File: config.mk
export PLATFORM = sky130hd
export DESIGN_NAME = bscs_seq
export DESIGN_NICKNAME = d
export VERILOG_FILES = /design/src/bscs_pkg.sv /design/src/bscs_pwm_saw.sv /design/src/bscs_seq.sv
export VERILOG_INCLUDE_DIRS = /design/src /design/src/src
export SDC_FILE = /design/constraint.sdc
export NUM_CORES = 1
export LEC_CHECK = 0
export ABC_CLOCK_PERIOD_IN_PS = 1900
export BUFFER_PORTS_ARGS = -buffer_cell sky130_fd_sc_hd__buf_4
export CAP_MARGIN = 5
export CORE_MARGIN = 2
export CORE_UTILIZATION = 25
export DETAILED_ROUTE_END_ITERATION = 12
export HOLD_SLACK_MARGIN = 0.15
export SKIP_LAST_GASP = 1
export SLEW_MARGIN = 20
export SYNTH_ARGS = -nofsm -noshare
export SYNTH_HDL_FRONTEND = slang
export SYNTH_SLANG_ARGS = --single-unit
File: constraint.sdc
create_clock -name CLK_SYS -period 1.9 [get_ports CLK_SYS]
set_input_delay 0.19 -clock CLK_SYS [delete_from_list [all_inputs] [get_ports CLK_SYS]]
set_output_delay 0.19 -clock CLK_SYS [all_outputs]
set_load 0.05 [all_outputs]
File: src/bscs_regs.svh
// Register offsets, field positions, reset values and timing counts
`ifndef BSCS_REGS_SVH
`define BSCS_REGS_SVH
`define BSCS_OFF_CTRL 8'h00
`define BSCS_OFF_STATUS 8'h04
`define BSCS_OFF_IRQ_STAT 8'h08
`define BSCS_OFF_IRQ_MASK 8'h0C
`define BSCS_EV_ALIGN_DONE 0
`define BSCS_EV_RAMP_DONE 1
`define BSCS_EV_UV 2
`define BSCS_EV_ILIM 3
`define BSCS_EV_W 4
`define BSCS_ST_MODE_LSB 0
`define BSCS_ST_COMM_LSB 3
`define BSCS_ST_UV 10
`define BSCS_ST_BRAKE 11
`define BSCS_ST_ONESHOT 12
`define BSCS_ST_LC_HOLD 13
`define BSCS_CLK_PERIOD_NS 25
`define BSCS_TOFF_NS 20000
`define BSCS_TOFF_CYC \
  ((`BSCS_TOFF_NS + `BSCS_CLK_PERIOD_NS - 1) / `BSCS_CLK_PERIOD_NS)
`define BSCS_IRQ_MASK_RESET 4'h0
`define BSCS_SAW_LO_MV 1700
`define BSCS_SAW_HI_MV 3900
`endif

File: src/bscs_pkg.sv
// Mode and commutation state types
package bscs_pkg;
  typedef enum logic [2:0] {
    BSCS_ALIGN = 3'b001,
    BSCS_RAMP = 3'b010,
    BSCS_RUN = 3'b100
  } bscs_mode_t;
  typedef enum logic [6:0] {
    BSCS_ST_R = 7'b0000001,
    BSCS_ST_A = 7'b0000010,
    BSCS_ST_B = 7'b0000100,
    BSCS_ST_C = 7'b0001000,
    BSCS_ST_D = 7'b0010000,
    BSCS_ST_E = 7'b0100000,
    BSCS_ST_F = 7'b1000000
  } bscs_comm_t;
endpackage : bscs_pkg

File: src/bscs_pwm_saw.sv
// Sawtooth generator and compensation-level comparator for PWM duty
`timescale 1ns/10ps
`include "bscs_regs.svh"
module bscs_pwm_saw
  import bscs_pkg::*;
#(
  parameter int W = 13,
  parameter logic [12:0] LO = 13'(`BSCS_SAW_LO_MV),
  parameter logic [12:0] HI = 13'(`BSCS_SAW_HI_MV)
) (
  input wire logic clk,
  input wire logic rst_n,
  input wire logic [W-1:0] level,
  output logic pwm_on
);
  logic [W-1:0] saw;

  // Sawtooth runs from LO to HI in millivolt steps, then snaps back
  always_ff @(posedge clk or negedge rst_n) begin
    if (!rst_n) begin
      saw <= LO;
    end else if (saw >= HI) begin
      saw <= LO;
    end else begin
      saw <= W'(saw + 1'b1);
    end
  end

  // Higher level stays above the ramp longer, so on-time grows
  always_ff @(posedge clk or negedge rst_n) begin
    if (!rst_n) begin
      pwm_on <= 1'b0;
    end else begin
      pwm_on <= (level > saw);
    end
  end

  chk_saw_range: assert property (@(posedge clk) disable iff (!rst_n)
    saw >= LO && saw <= HI)
    else $error("sawtooth out of range");
endmodule : bscs_pwm_saw

File: src/bscs_seq.sv
// Start-up and commutation sequencer with driver gating and AXI4-Lite
// What this block does
// - Power-up enters align, state R parks rotor
// - Align comparator trip moves directly to ramp
// - Ramp steps states A to F on commutation clock
// - Ramp comparator trip moves to run
// - Back-EMF sampler disabled during ramp
// - Run enables back-EMF sensing, loop commutates
// - Duty from compensation level versus sawtooth
// - Outside brake, lows conduct only with PWM on, one-shot idle
// - Hold lower C off until upper C risen
// - Brake: all lows on, all uppers off
// - Brake disables current-limit one-shot
// - Undervoltage drives supply low flag low
// - Undervoltage turns off all six drivers
// - Lockout releases only above hysteresis level
// - States A to F drive their documented driver pair; R drives lower B with uppers A and C
// - Sampler selects the undriven phase
// - Overcurrent fires off-time one-shot on lows
//
// Chosen here: the register addresses and the AXI4-Lite register port.
`timescale 1ns/10ps
`include "bscs_regs.svh"
module bscs_seq
  import bscs_pkg::*;
#(
  parameter int ADDR_W = 8,
  parameter int LEVEL_W = 13
) (
  input wire logic CLK_SYS,
  input wire logic RST_N,
  input wire logic COMM_CLK,
  input wire logic ALIGN_TRIP,
  input wire logic RAMP_TRIP,
  input wire logic [LEVEL_W-1:0] SPEED_COMP_MV,
  input wire logic SENSE_OVER_LIMIT,
  input wire logic BRAKE_N,
  input wire logic SUPPLY_AT_TRIP,
  input wire logic SUPPLY_ABOVE_RELEASE,
  input wire logic UPPER_C_RISEN,
  output logic LOWER_SWITCH_A,
  output logic LOWER_SWITCH_B,
  output logic LOWER_SWITCH_C,
  output logic UPPER_SWITCH_A_N,
  output logic UPPER_SWITCH_B_N,
  output logic UPPER_SWITCH_C_N,
  output logic SUPPLY_LOW_FLAG_N,
  output logic SAMPLER_EN,
  output logic [2:0] SAMPLE_SEL,
  output logic RAMP_SOURCE_EN,
  output logic IRQ,
  input wire logic [ADDR_W-1:0] S_AXI_AWADDR,
  input wire logic S_AXI_AWVALID,
  output logic S_AXI_AWREADY,
  input wire logic [31:0] S_AXI_WDATA,
  input wire logic [3:0] S_AXI_WSTRB,
  input wire logic S_AXI_WVALID,
  output logic S_AXI_WREADY,
  output logic [1:0] S_AXI_BRESP,
  output logic S_AXI_BVALID,
  input wire logic S_AXI_BREADY,
  input wire logic [ADDR_W-1:0] S_AXI_ARADDR,
  input wire logic S_AXI_ARVALID,
  output logic S_AXI_ARREADY,
  output logic [31:0] S_AXI_RDATA,
  output logic [1:0] S_AXI_RRESP,
  output logic S_AXI_RVALID,
  input wire logic S_AXI_RREADY
);
  bscs_mode_t mode;
  bscs_comm_t comm;
  logic comm_prev;
  logic comm_rise;
  logic lc_hold;
  logic uv;
  logic [15:0] os_cnt;
  logic [15:0] os_time;
  logic os_active;
  logic pwm_on;
  logic [`BSCS_EV_W-1:0] irq_stat;
  logic [`BSCS_EV_W-1:0] irq_mask;
  logic [`BSCS_EV_W-1:0] ev;
  logic [2:0] next_low;
  logic [2:0] next_up_n;
  logic [2:0] tab_low;
  logic [2:0] tab_up;
  logic aw_got;
  logic w_got;
  logic [ADDR_W-1:0] aw_addr;
  logic [31:0] w_data;
  logic [3:0] w_strb;
  logic wr_fire;
  logic [31:0] rd_word;
  logic rd_ok;
  logic [31:0] status_word;

  bscs_pwm_saw #(.W(LEVEL_W)) u_pwm (
    .clk(CLK_SYS),
    .rst_n(RST_N),
    .level(SPEED_COMP_MV),
    .pwm_on(pwm_on)
  );

  // Commutation clock arrives as a synchronous level; step on its rise
  always_ff @(posedge CLK_SYS or negedge RST_N) begin
    if (!RST_N) begin
      comm_prev <= 1'b0;
    end else begin
      comm_prev <= COMM_CLK;
    end
  end
  assign comm_rise = COMM_CLK && !comm_prev;

  // Start-up mode; run is left only by power removal
  always_ff @(posedge CLK_SYS or negedge RST_N) begin
    if (!RST_N) begin
      mode <= BSCS_ALIGN;
    end else begin
      case (mode)
        BSCS_ALIGN: if (ALIGN_TRIP) mode <= BSCS_RAMP;
        BSCS_RAMP: if (RAMP_TRIP) mode <= BSCS_RUN;
        BSCS_RUN: mode <= BSCS_RUN;
        default: mode <= BSCS_ALIGN;
      endcase
    end
  end

  // Seven-state commutation machine, parked in R during align
  always_ff @(posedge CLK_SYS or negedge RST_N) begin
    if (!RST_N) begin
      comm <= BSCS_ST_R;
    end else if (mode == BSCS_ALIGN) begin
      comm <= ALIGN_TRIP ? BSCS_ST_A : BSCS_ST_R;
    end else if (comm_rise) begin
      case (comm)
        BSCS_ST_A: comm <= BSCS_ST_B;
        BSCS_ST_B: comm <= BSCS_ST_C;
        BSCS_ST_C: comm <= BSCS_ST_D;
        BSCS_ST_D: comm <= BSCS_ST_E;
        BSCS_ST_E: comm <= BSCS_ST_F;
        default: comm <= BSCS_ST_A;
      endcase
    end
  end

  // Upper C may still conduct after R; keep lower C off until it rises
  always_ff @(posedge CLK_SYS or negedge RST_N) begin
    if (!RST_N) begin
      lc_hold <= 1'b0;
    end else if (mode == BSCS_ALIGN && ALIGN_TRIP) begin
      lc_hold <= 1'b1;
    end else if (UPPER_C_RISEN) begin
      lc_hold <= 1'b0;
    end
  end

  // Lockout with hysteresis: trip and release are separate comparators
  always_ff @(posedge CLK_SYS or negedge RST_N) begin
    if (!RST_N) begin
      uv <= 1'b0;
    end else if (SUPPLY_AT_TRIP) begin
      uv <= 1'b1;
    end else if (SUPPLY_ABOVE_RELEASE) begin
      uv <= 1'b0;
    end
  end

  // Current-limit off-time; braking keeps it idle
  always_ff @(posedge CLK_SYS or negedge RST_N) begin
    if (!RST_N) begin
      os_cnt <= 16'h0000;
    end else if (!BRAKE_N) begin
      os_cnt <= 16'h0000;
    end else if (SENSE_OVER_LIMIT && os_cnt == 16'h0000) begin
      os_cnt <= os_time;
    end else if (os_cnt != 16'h0000) begin
      os_cnt <= os_cnt - 16'h0001;
    end
  end
  assign os_active = (os_cnt != 16'h0000);

  // Driver pair per state; R drives lower B with both uppers A and C
  always_comb begin
    tab_low = 3'b000;
    tab_up = 3'b000;
    case (comm)
      BSCS_ST_R: begin tab_low = 3'b010; tab_up = 3'b101; end
      BSCS_ST_A: begin tab_low = 3'b100; tab_up = 3'b001; end
      BSCS_ST_B: begin tab_low = 3'b100; tab_up = 3'b010; end
      BSCS_ST_C: begin tab_low = 3'b001; tab_up = 3'b010; end
      BSCS_ST_D: begin tab_low = 3'b001; tab_up = 3'b100; end
      BSCS_ST_E: begin tab_low = 3'b010; tab_up = 3'b100; end
      BSCS_ST_F: begin tab_low = 3'b010; tab_up = 3'b001; end
      default: begin tab_low = 3'b000; tab_up = 3'b000; end
    endcase
  end

  // Override priority: lockout, then brake, then gated commutation
  always_comb begin
    if (uv) begin
      next_low = 3'b000;
      next_up_n = 3'b111;
    end else if (!BRAKE_N) begin
      next_low = 3'b111;
      next_up_n = 3'b111;
    end else begin
      next_low = (pwm_on && !os_active) ? tab_low : 3'b000;
      if (lc_hold) begin
        next_low[2] = 1'b0;
      end
      next_up_n = ~tab_up;
    end
  end

  // Drivers come from flops so the pins never glitch on decode
  always_ff @(posedge CLK_SYS or negedge RST_N) begin
    if (!RST_N) begin
      {LOWER_SWITCH_C, LOWER_SWITCH_B, LOWER_SWITCH_A} <= 3'b000;
      {UPPER_SWITCH_C_N, UPPER_SWITCH_B_N, UPPER_SWITCH_A_N} <= 3'b111;
    end else begin
      {LOWER_SWITCH_C, LOWER_SWITCH_B, LOWER_SWITCH_A} <= next_low;
      {UPPER_SWITCH_C_N, UPPER_SWITCH_B_N, UPPER_SWITCH_A_N} <= next_up_n;
    end
  end

  // Sampler routing follows the undriven phase; bit 0 is phase A
  always_ff @(posedge CLK_SYS or negedge RST_N) begin
    if (!RST_N) begin
      SAMPLE_SEL <= 3'b000;
    end else begin
      case (comm)
        BSCS_ST_A, BSCS_ST_D: SAMPLE_SEL <= 3'b010;
        BSCS_ST_B, BSCS_ST_E: SAMPLE_SEL <= 3'b001;
        BSCS_ST_C, BSCS_ST_F: SAMPLE_SEL <= 3'b100;
        default: SAMPLE_SEL <= 3'b000;
      endcase
    end
  end

  assign SAMPLER_EN = (mode == BSCS_RUN);
  assign RAMP_SOURCE_EN = (mode == BSCS_RAMP);
  assign SUPPLY_LOW_FLAG_N = !uv;

  // Interrupt events; a set in the clearing cycle wins
  always_comb begin
    ev = '0;
    ev[`BSCS_EV_ALIGN_DONE] = (mode == BSCS_ALIGN) && ALIGN_TRIP;
    ev[`BSCS_EV_RAMP_DONE] = (mode == BSCS_RAMP) && RAMP_TRIP;
    ev[`BSCS_EV_UV] = SUPPLY_AT_TRIP && !uv;
    ev[`BSCS_EV_ILIM] = BRAKE_N && SENSE_OVER_LIMIT && !os_active;
  end

  // AXI4-Lite write side: address and data taken in either order
  assign S_AXI_AWREADY = !aw_got && !S_AXI_BVALID;
  assign S_AXI_WREADY = !w_got && !S_AXI_BVALID;
  assign wr_fire = aw_got && w_got && !S_AXI_BVALID;

  always_ff @(posedge CLK_SYS or negedge RST_N) begin
    if (!RST_N) begin
      aw_got <= 1'b0;
      aw_addr <= '0;
    end else if (S_AXI_AWVALID && S_AXI_AWREADY) begin
      aw_got <= 1'b1;
      aw_addr <= S_AXI_AWADDR;
    end else if (wr_fire) begin
      aw_got <= 1'b0;
    end
  end

  always_ff @(posedge CLK_SYS or negedge RST_N) begin
    if (!RST_N) begin
      w_got <= 1'b0;
      w_data <= 32'h00000000;
      w_strb <= 4'h0;
    end else if (S_AXI_WVALID && S_AXI_WREADY) begin
      w_got <= 1'b1;
      w_data <= S_AXI_WDATA;
      w_strb <= S_AXI_WSTRB;
    end else if (wr_fire) begin
      w_got <= 1'b0;
    end
  end

  always_ff @(posedge CLK_SYS or negedge RST_N) begin
    if (!RST_N) begin
      S_AXI_BVALID <= 1'b0;
      S_AXI_BRESP <= 2'h0;
    end else if (wr_fire) begin
      S_AXI_BVALID <= 1'b1;
      if (aw_addr == ADDR_W'(`BSCS_OFF_CTRL) ||
          aw_addr == ADDR_W'(`BSCS_OFF_STATUS) ||
          aw_addr == ADDR_W'(`BSCS_OFF_IRQ_STAT) ||
          aw_addr == ADDR_W'(`BSCS_OFF_IRQ_MASK)) begin
        S_AXI_BRESP <= 2'h0;
      end else begin
        S_AXI_BRESP <= 2'h2;
      end
    end else if (S_AXI_BREADY) begin
      S_AXI_BVALID <= 1'b0;
    end
  end

  // Off-time register steers the one-shot length
  always_ff @(posedge CLK_SYS or negedge RST_N) begin
    if (!RST_N) begin
      os_time <= 16'(`BSCS_TOFF_CYC);
    end else if (wr_fire && aw_addr == ADDR_W'(`BSCS_OFF_CTRL)) begin
      if (w_strb[0]) os_time[7:0] <= w_data[7:0];
      if (w_strb[1]) os_time[15:8] <= w_data[15:8];
    end
  end

  always_ff @(posedge CLK_SYS or negedge RST_N) begin
    if (!RST_N) begin
      irq_mask <= `BSCS_IRQ_MASK_RESET;
    end else if (wr_fire && w_strb[0] &&
                 aw_addr == ADDR_W'(`BSCS_OFF_IRQ_MASK)) begin
      irq_mask <= w_data[`BSCS_EV_W-1:0];
    end
  end

  always_ff @(posedge CLK_SYS or negedge RST_N) begin
    if (!RST_N) begin
      irq_stat <= '0;
    end else if (wr_fire && w_strb[0] &&
                 aw_addr == ADDR_W'(`BSCS_OFF_IRQ_STAT)) begin
      irq_stat <= (irq_stat & ~w_data[`BSCS_EV_W-1:0]) | ev;
    end else begin
      irq_stat <= irq_stat | ev;
    end
  end
  assign IRQ = |(irq_stat & irq_mask);

  // Read side: one cycle from address to data
  always_comb begin
    status_word = 32'h00000000;
    status_word[`BSCS_ST_MODE_LSB +: 3] = mode;
    status_word[`BSCS_ST_COMM_LSB +: 7] = comm;
    status_word[`BSCS_ST_UV] = uv;
    status_word[`BSCS_ST_BRAKE] = !BRAKE_N;
    status_word[`BSCS_ST_ONESHOT] = os_active;
    status_word[`BSCS_ST_LC_HOLD] = lc_hold;
    rd_ok = 1'b1;
    if (S_AXI_ARADDR == ADDR_W'(`BSCS_OFF_CTRL)) begin
      rd_word = {16'h0000, os_time};
    end else if (S_AXI_ARADDR == ADDR_W'(`BSCS_OFF_STATUS)) begin
      rd_word = status_word;
    end else if (S_AXI_ARADDR == ADDR_W'(`BSCS_OFF_IRQ_STAT)) begin
      rd_word = {28'h0000000, irq_stat};
    end else if (S_AXI_ARADDR == ADDR_W'(`BSCS_OFF_IRQ_MASK)) begin
      rd_word = {28'h0000000, irq_mask};
    end else begin
      rd_word = 32'h00000000;
      rd_ok = 1'b0;
    end
  end

  assign S_AXI_ARREADY = !S_AXI_RVALID;

  always_ff @(posedge CLK_SYS or negedge RST_N) begin
    if (!RST_N) begin
      S_AXI_RVALID <= 1'b0;
      S_AXI_RDATA <= 32'h00000000;
      S_AXI_RRESP <= 2'h0;
    end else if (S_AXI_ARVALID && S_AXI_ARREADY) begin
      S_AXI_RVALID <= 1'b1;
      S_AXI_RDATA <= rd_word;
      S_AXI_RRESP <= rd_ok ? 2'h0 : 2'h2;
    end else if (S_AXI_RREADY) begin
      S_AXI_RVALID <= 1'b0;
    end
  end

  chk_align_park: assert property (@(posedge CLK_SYS) disable iff (!RST_N)
    mode == BSCS_ALIGN && !uv && BRAKE_N |=>
    !UPPER_SWITCH_A_N && !UPPER_SWITCH_C_N && UPPER_SWITCH_B_N)
    else $error("align does not park rotor");
  chk_align_exit: assert property (@(posedge CLK_SYS) disable iff (!RST_N)
    mode == BSCS_ALIGN && ALIGN_TRIP |=>
    mode == BSCS_RAMP && comm == BSCS_ST_A)
    else $error("align trip did not start ramp in A");
  chk_comm_step: assert property (@(posedge CLK_SYS) disable iff (!RST_N)
    mode == BSCS_RAMP && comm == BSCS_ST_F && comm_rise |=>
    comm == BSCS_ST_A)
    else $error("state F did not wrap to A");
  chk_ramp_exit: assert property (@(posedge CLK_SYS) disable iff (!RST_N)
    mode == BSCS_RAMP && RAMP_TRIP |=> mode == BSCS_RUN)
    else $error("ramp trip did not enter run");
  chk_ramp_sampler: assert property (@(posedge CLK_SYS)
    disable iff (!RST_N)
    $rose(mode == BSCS_RAMP) |-> !SAMPLER_EN [*2])
    else $error("sampler enabled in ramp");
  chk_lc_hold: assert property (@(posedge CLK_SYS) disable iff (!RST_N)
    mode == BSCS_ALIGN && ALIGN_TRIP ##1 !UPPER_C_RISEN |=>
    !LOWER_SWITCH_C)
    else $error("lower C driven before upper C rose");
  chk_brake_all: assert property (@(posedge CLK_SYS) disable iff (!RST_N)
    !uv && !BRAKE_N |=> LOWER_SWITCH_A && LOWER_SWITCH_B &&
    LOWER_SWITCH_C && UPPER_SWITCH_A_N && UPPER_SWITCH_B_N &&
    UPPER_SWITCH_C_N)
    else $error("brake pattern wrong");
  chk_uv_off: assert property (@(posedge CLK_SYS) disable iff (!RST_N)
    SUPPLY_AT_TRIP ##1 1'b1 |=> !SUPPLY_LOW_FLAG_N && !LOWER_SWITCH_A &&
    !LOWER_SWITCH_B && !LOWER_SWITCH_C && UPPER_SWITCH_A_N &&
    UPPER_SWITCH_B_N && UPPER_SWITCH_C_N)
    else $error("lockout did not disable drivers");
  chk_oneshot_len: assert property (@(posedge CLK_SYS)
    disable iff (!RST_N)
    BRAKE_N && SENSE_OVER_LIMIT && !os_active |=>
    os_cnt == $past(os_time))
    else $error("one-shot loaded wrong length");
  chk_run_sticky: assert property (@(posedge CLK_SYS) disable iff (!RST_N)
    mode == BSCS_RUN |=> mode == BSCS_RUN && SAMPLER_EN)
    else $error("run mode was left");
endmodule : bscs_seq

==> results.md <==
* Max Fanout on Critical Path at 8
* Final Hold Viols at 0
* CTS buffer count at 17
* Antenna viol nets, final at 0
* GRT Residual Overflow at 0
* Largest net degree at the start of global routing at 44
* Clock-pin slew on the worst setup and hold paths at 0.06 ns
* Part of the cycle the worst path needs at 101%
* Slew headroom at 64.5%
* TritonCTS sink count at 124
* First-pass GRT wire length at 25.9 mm
* PD cells at 1320 nW/um^2
* Final slew viol count at 0
* Status: finished, violations left
* Synthesis-to-layout area growth at 39.2%
* Area of the die at 26400 sq um
* Post-Place Cell Area at 7660 sq um
* Vias in the first global route at 4934
* Register area share after synthesis at 49.7%
* Top post-synthesis cells by area: dfrtp_1 44%, mux2_2 8.3%, dfstp_2 5.4%, ha_1 3.4%, inv_1 2.3%
* WL/cell at 14.8 microns
* Io pins at 134
* Clock Skew at 0.00829 ns
* Detailed Place HPWL at 11.9 mm
* Crit start category: register
* Sequential cell area at 3120 sq um
* Setup CP Type: reg2reg
* Post-layout instance area at 8740 sq um
* YS warnings at 0
* IO Port Bufs at 97
* Site row count at 57
* Clk buf depth at 2
* Chip width at 162 microns
* Post-Syn Instances at 572
* Core Area at 24500 sq um
* DR vias at 4947
* Initial antenna violation count at 0
* Max_cap viols at 0
* #FFs+latches synth at 124
* Leak at 0.00396 uW
* CP Data Arrival Time at 2.21 ns
* Cell with the most instances after synthesis: dfrtp_1
* Top cell type's share of synthesized area at 44.3%
* Post-synth top cells: 111 x dfrtp_1, 46 x mux2_2, 39 x inv_1, 39 x nand2_1, 25 x nor2_1
* Share of cells above drive strength 1 at 34.8%
* # setup viols final at 3
* Final min period at 1.91 ns
* Final WL at 16.0 mm
* Critical Path End Type: register
* Total Nets Final at 842
* Post-Syn Area at 6280 sq um
* Measured slew at the worst slew-check pin at 0.532 ns
* Initial core utilization at 25.7%
* Fillers at 2428
* Post-synth cell types at 61
* Die Ht at 162 microns
* Avg Vias per Cell at 4.57
* CP required at 2.20 ns
* RSZ-0062 raised after global routing: true
* Area of the multi-input gates at 2930 sq um
* Syn_area_per_cell at 11.0 sq um
* Gpl congestion at 0.819
* Synth area leader: dfrtp_1
* Fmax at 0.523 GHz
* DRC at 0
* Worst Slack Setup Final at -0.0107 ns
* CTS tree: yes
* CTS root buf: clkbuf_16
* Worst hold path class: in2reg
* Asr flop ratio synth at 100%
* Clock latency on the worst-skew pair at 0.42 ns
* H-tree Lvls at 4
* 1st-pass router iterations at 5
* Peak VDD IR at 0.733 mV
* EDFF count, synth at 0
* Failing checks: negative setup slack
* Pwr Total at 11600 uW
* Tot GR Track Use at 12.5%
* DRT iter0 DRCs at 381
* Prevailing post-synth register cell: dfrtp_1
* Diodes inserted at 0
==> per-stage QoR <==
| stage | hold slack [ns] | cells | setup slack, ns | TNS (ns) | util, % |
|---|---|---|---|---|---|
| 3_5_place_dp | 0.176 | 1011 | -0.0487 | -0.507 | 31.3 |
| 5_1_grt | 0.221 | 1082 | -0.0797 | -1.34 | 35.7 |
| 6_report | 0.209 | 1082 | -0.0107 | -0.0147 | 35.7 |
| 4_1_cts | 0.195 | 1080 | -0.0291 | -0.113 | 35.5 |
| 2_1_floorplan | -0.106 | 590 | -0.0646 | -0.391 | - |
| 3_3_place_gp | 0.172 | 1011 | -0.0435 | -0.298 | 31.3 |
==> where the power goes <==
| group | internal [uW] | leakage (uW) | total, uW | switching, uW |
|---|---|---|---|---|
| clock network | 2270 | 0.000298 | 3460 | 1190 |
| logic | 1960 | 0.00210 | 4190 | 2230 |
| registers | 3300 | 0.00156 | 3900 | 605 |
| total | 7530 | 0.00396 | 11600 | 4030 |
==> cell usage in the layout, fill, tap and decap left out, types with 6 or more instances in the layout <==
master | Yosys | routed
ha_1 | 17 | 17
a211oi_1 | 10 | 10
xor2_1 | 15 | 15
nand4_1 | 13 | 13
buf_4 | 19 | 139
or4_1 | 8 | 7
nor2_1 | 25 | 23
clkinvlp_4 | 0 | 6
o21ai_0 | 15 | 15
a21oi_1 | 19 | 16
nor3_1 | 10 | 10
nor4_1 | 8 | 8
clkbuf_16 | 0 | 17
dfrtp_1 | 111 | 109
a2111oi_0 | 9 | 6
nand2_1 | 39 | 38
a222oi_1 | 8 | 8
dfstp_2 | 13 | 13
nor2b_1 | 7 | 7
mux2_4 | 0 | 11
inv_1 | 39 | 38
dlygate4sd3_1 | 0 | 38
nand3_1 | 18 | 18
or3_1 | 6 | 6
mux2_2 | 46 | 35
xnor2_1 | 14 | 14
conb_1 | 1 | 19
==> layout make-up <==
class / count / area share, %
Tap cell: 324 / 4.64
Clock buffer: 19 / 5.18
Sequential cell: 124 / 35.7
Timing Repair Buffer: 180 / 17.0
Inverter: 39 / 1.72
Clock inverter: 13 / 2.16
Multi-Input combinational cell: 383 / 33.6
==> flip-flops by register name, indices dropped and copies added (netlist names), 2 cells and up <==
register     flops
S_AXI_RDATA     16
os_cnt          16
os_time         16
w_data          16
u_pwm.saw       13
aw_addr          8
comm             7
irq_mask         4
irq_stat         4
SAMPLE_SEL       3
mode             3
w_strb           2
==> final timing paths <==
kind / startpoint / to / slack [ns] / cells past startpoint
worst max-delay path: aw_addr[1]$_DFFE_PN0P_ / os_time[1]$_DFFE_PN0P_ / -0.01 / 4
worst min-delay path: S_AXI_ARVALID / S_AXI_RDATA[0]$_DFFE_PN0P_ / 0.21 / 4
worst max register to register: aw_addr[1]$_DFFE_PN0P_ / os_time[1]$_DFFE_PN0P_ / -0.01 / 4
worst min register to register: S_AXI_RDATA[3]$_DFFE_PN0P_ / S_AXI_RDATA[3]$_DFFE_PN0P_ / 0.47 / 2
max in group asynchronous: RST_N / S_AXI_BVALID$_DFFE_PN0P_ / 0.92 / 3
min in group asynchronous: RST_N / SAMPLE_SEL[2]$_DFF_PN0_ / 0.31 / 2
==> repair_timing <==
| item | CTS | global route |
|---|---|---|
| pin swaps | 0 | 3 |
| endpoints found under the hold margin | 143 | 0 |
| gates resized for setup | 3 | 14 |
| endpoints found under the setup margin | 20 | 30 |
| hold buffers | 38 | 0 |
| buffers inserted | 0 | 2 |
==> worst max-delay path, cell delays in order, from the launching register on <==
cell and delay (ns):
dfrtp_1 0.37, or4_4 0.54, nor4_4 0.22, and3_4 0.34, mux2_4 0.32
==> per-layer routing <==
metal	up-vias	wire length (microns)	GRT usage, %
li1	2401	-	-
met4	0	229	4.51
met2	122	7620	20.0
met5	-	0	0
met3	15	737	2.70
met1	2409	7400	16.7
==> kinds of logic after synthesis <==
logic type      share of synthesized area [%]
simple gates                             15.1
other cells                            0.0598
flops                                    49.7
mux                                      10.0
fa+ha+maj                                3.39
xor+xnor                                 4.05
compound gates                           11.5
buf+inv                                  6.20
Note: power is estimated with default switching activity, not from simulation.
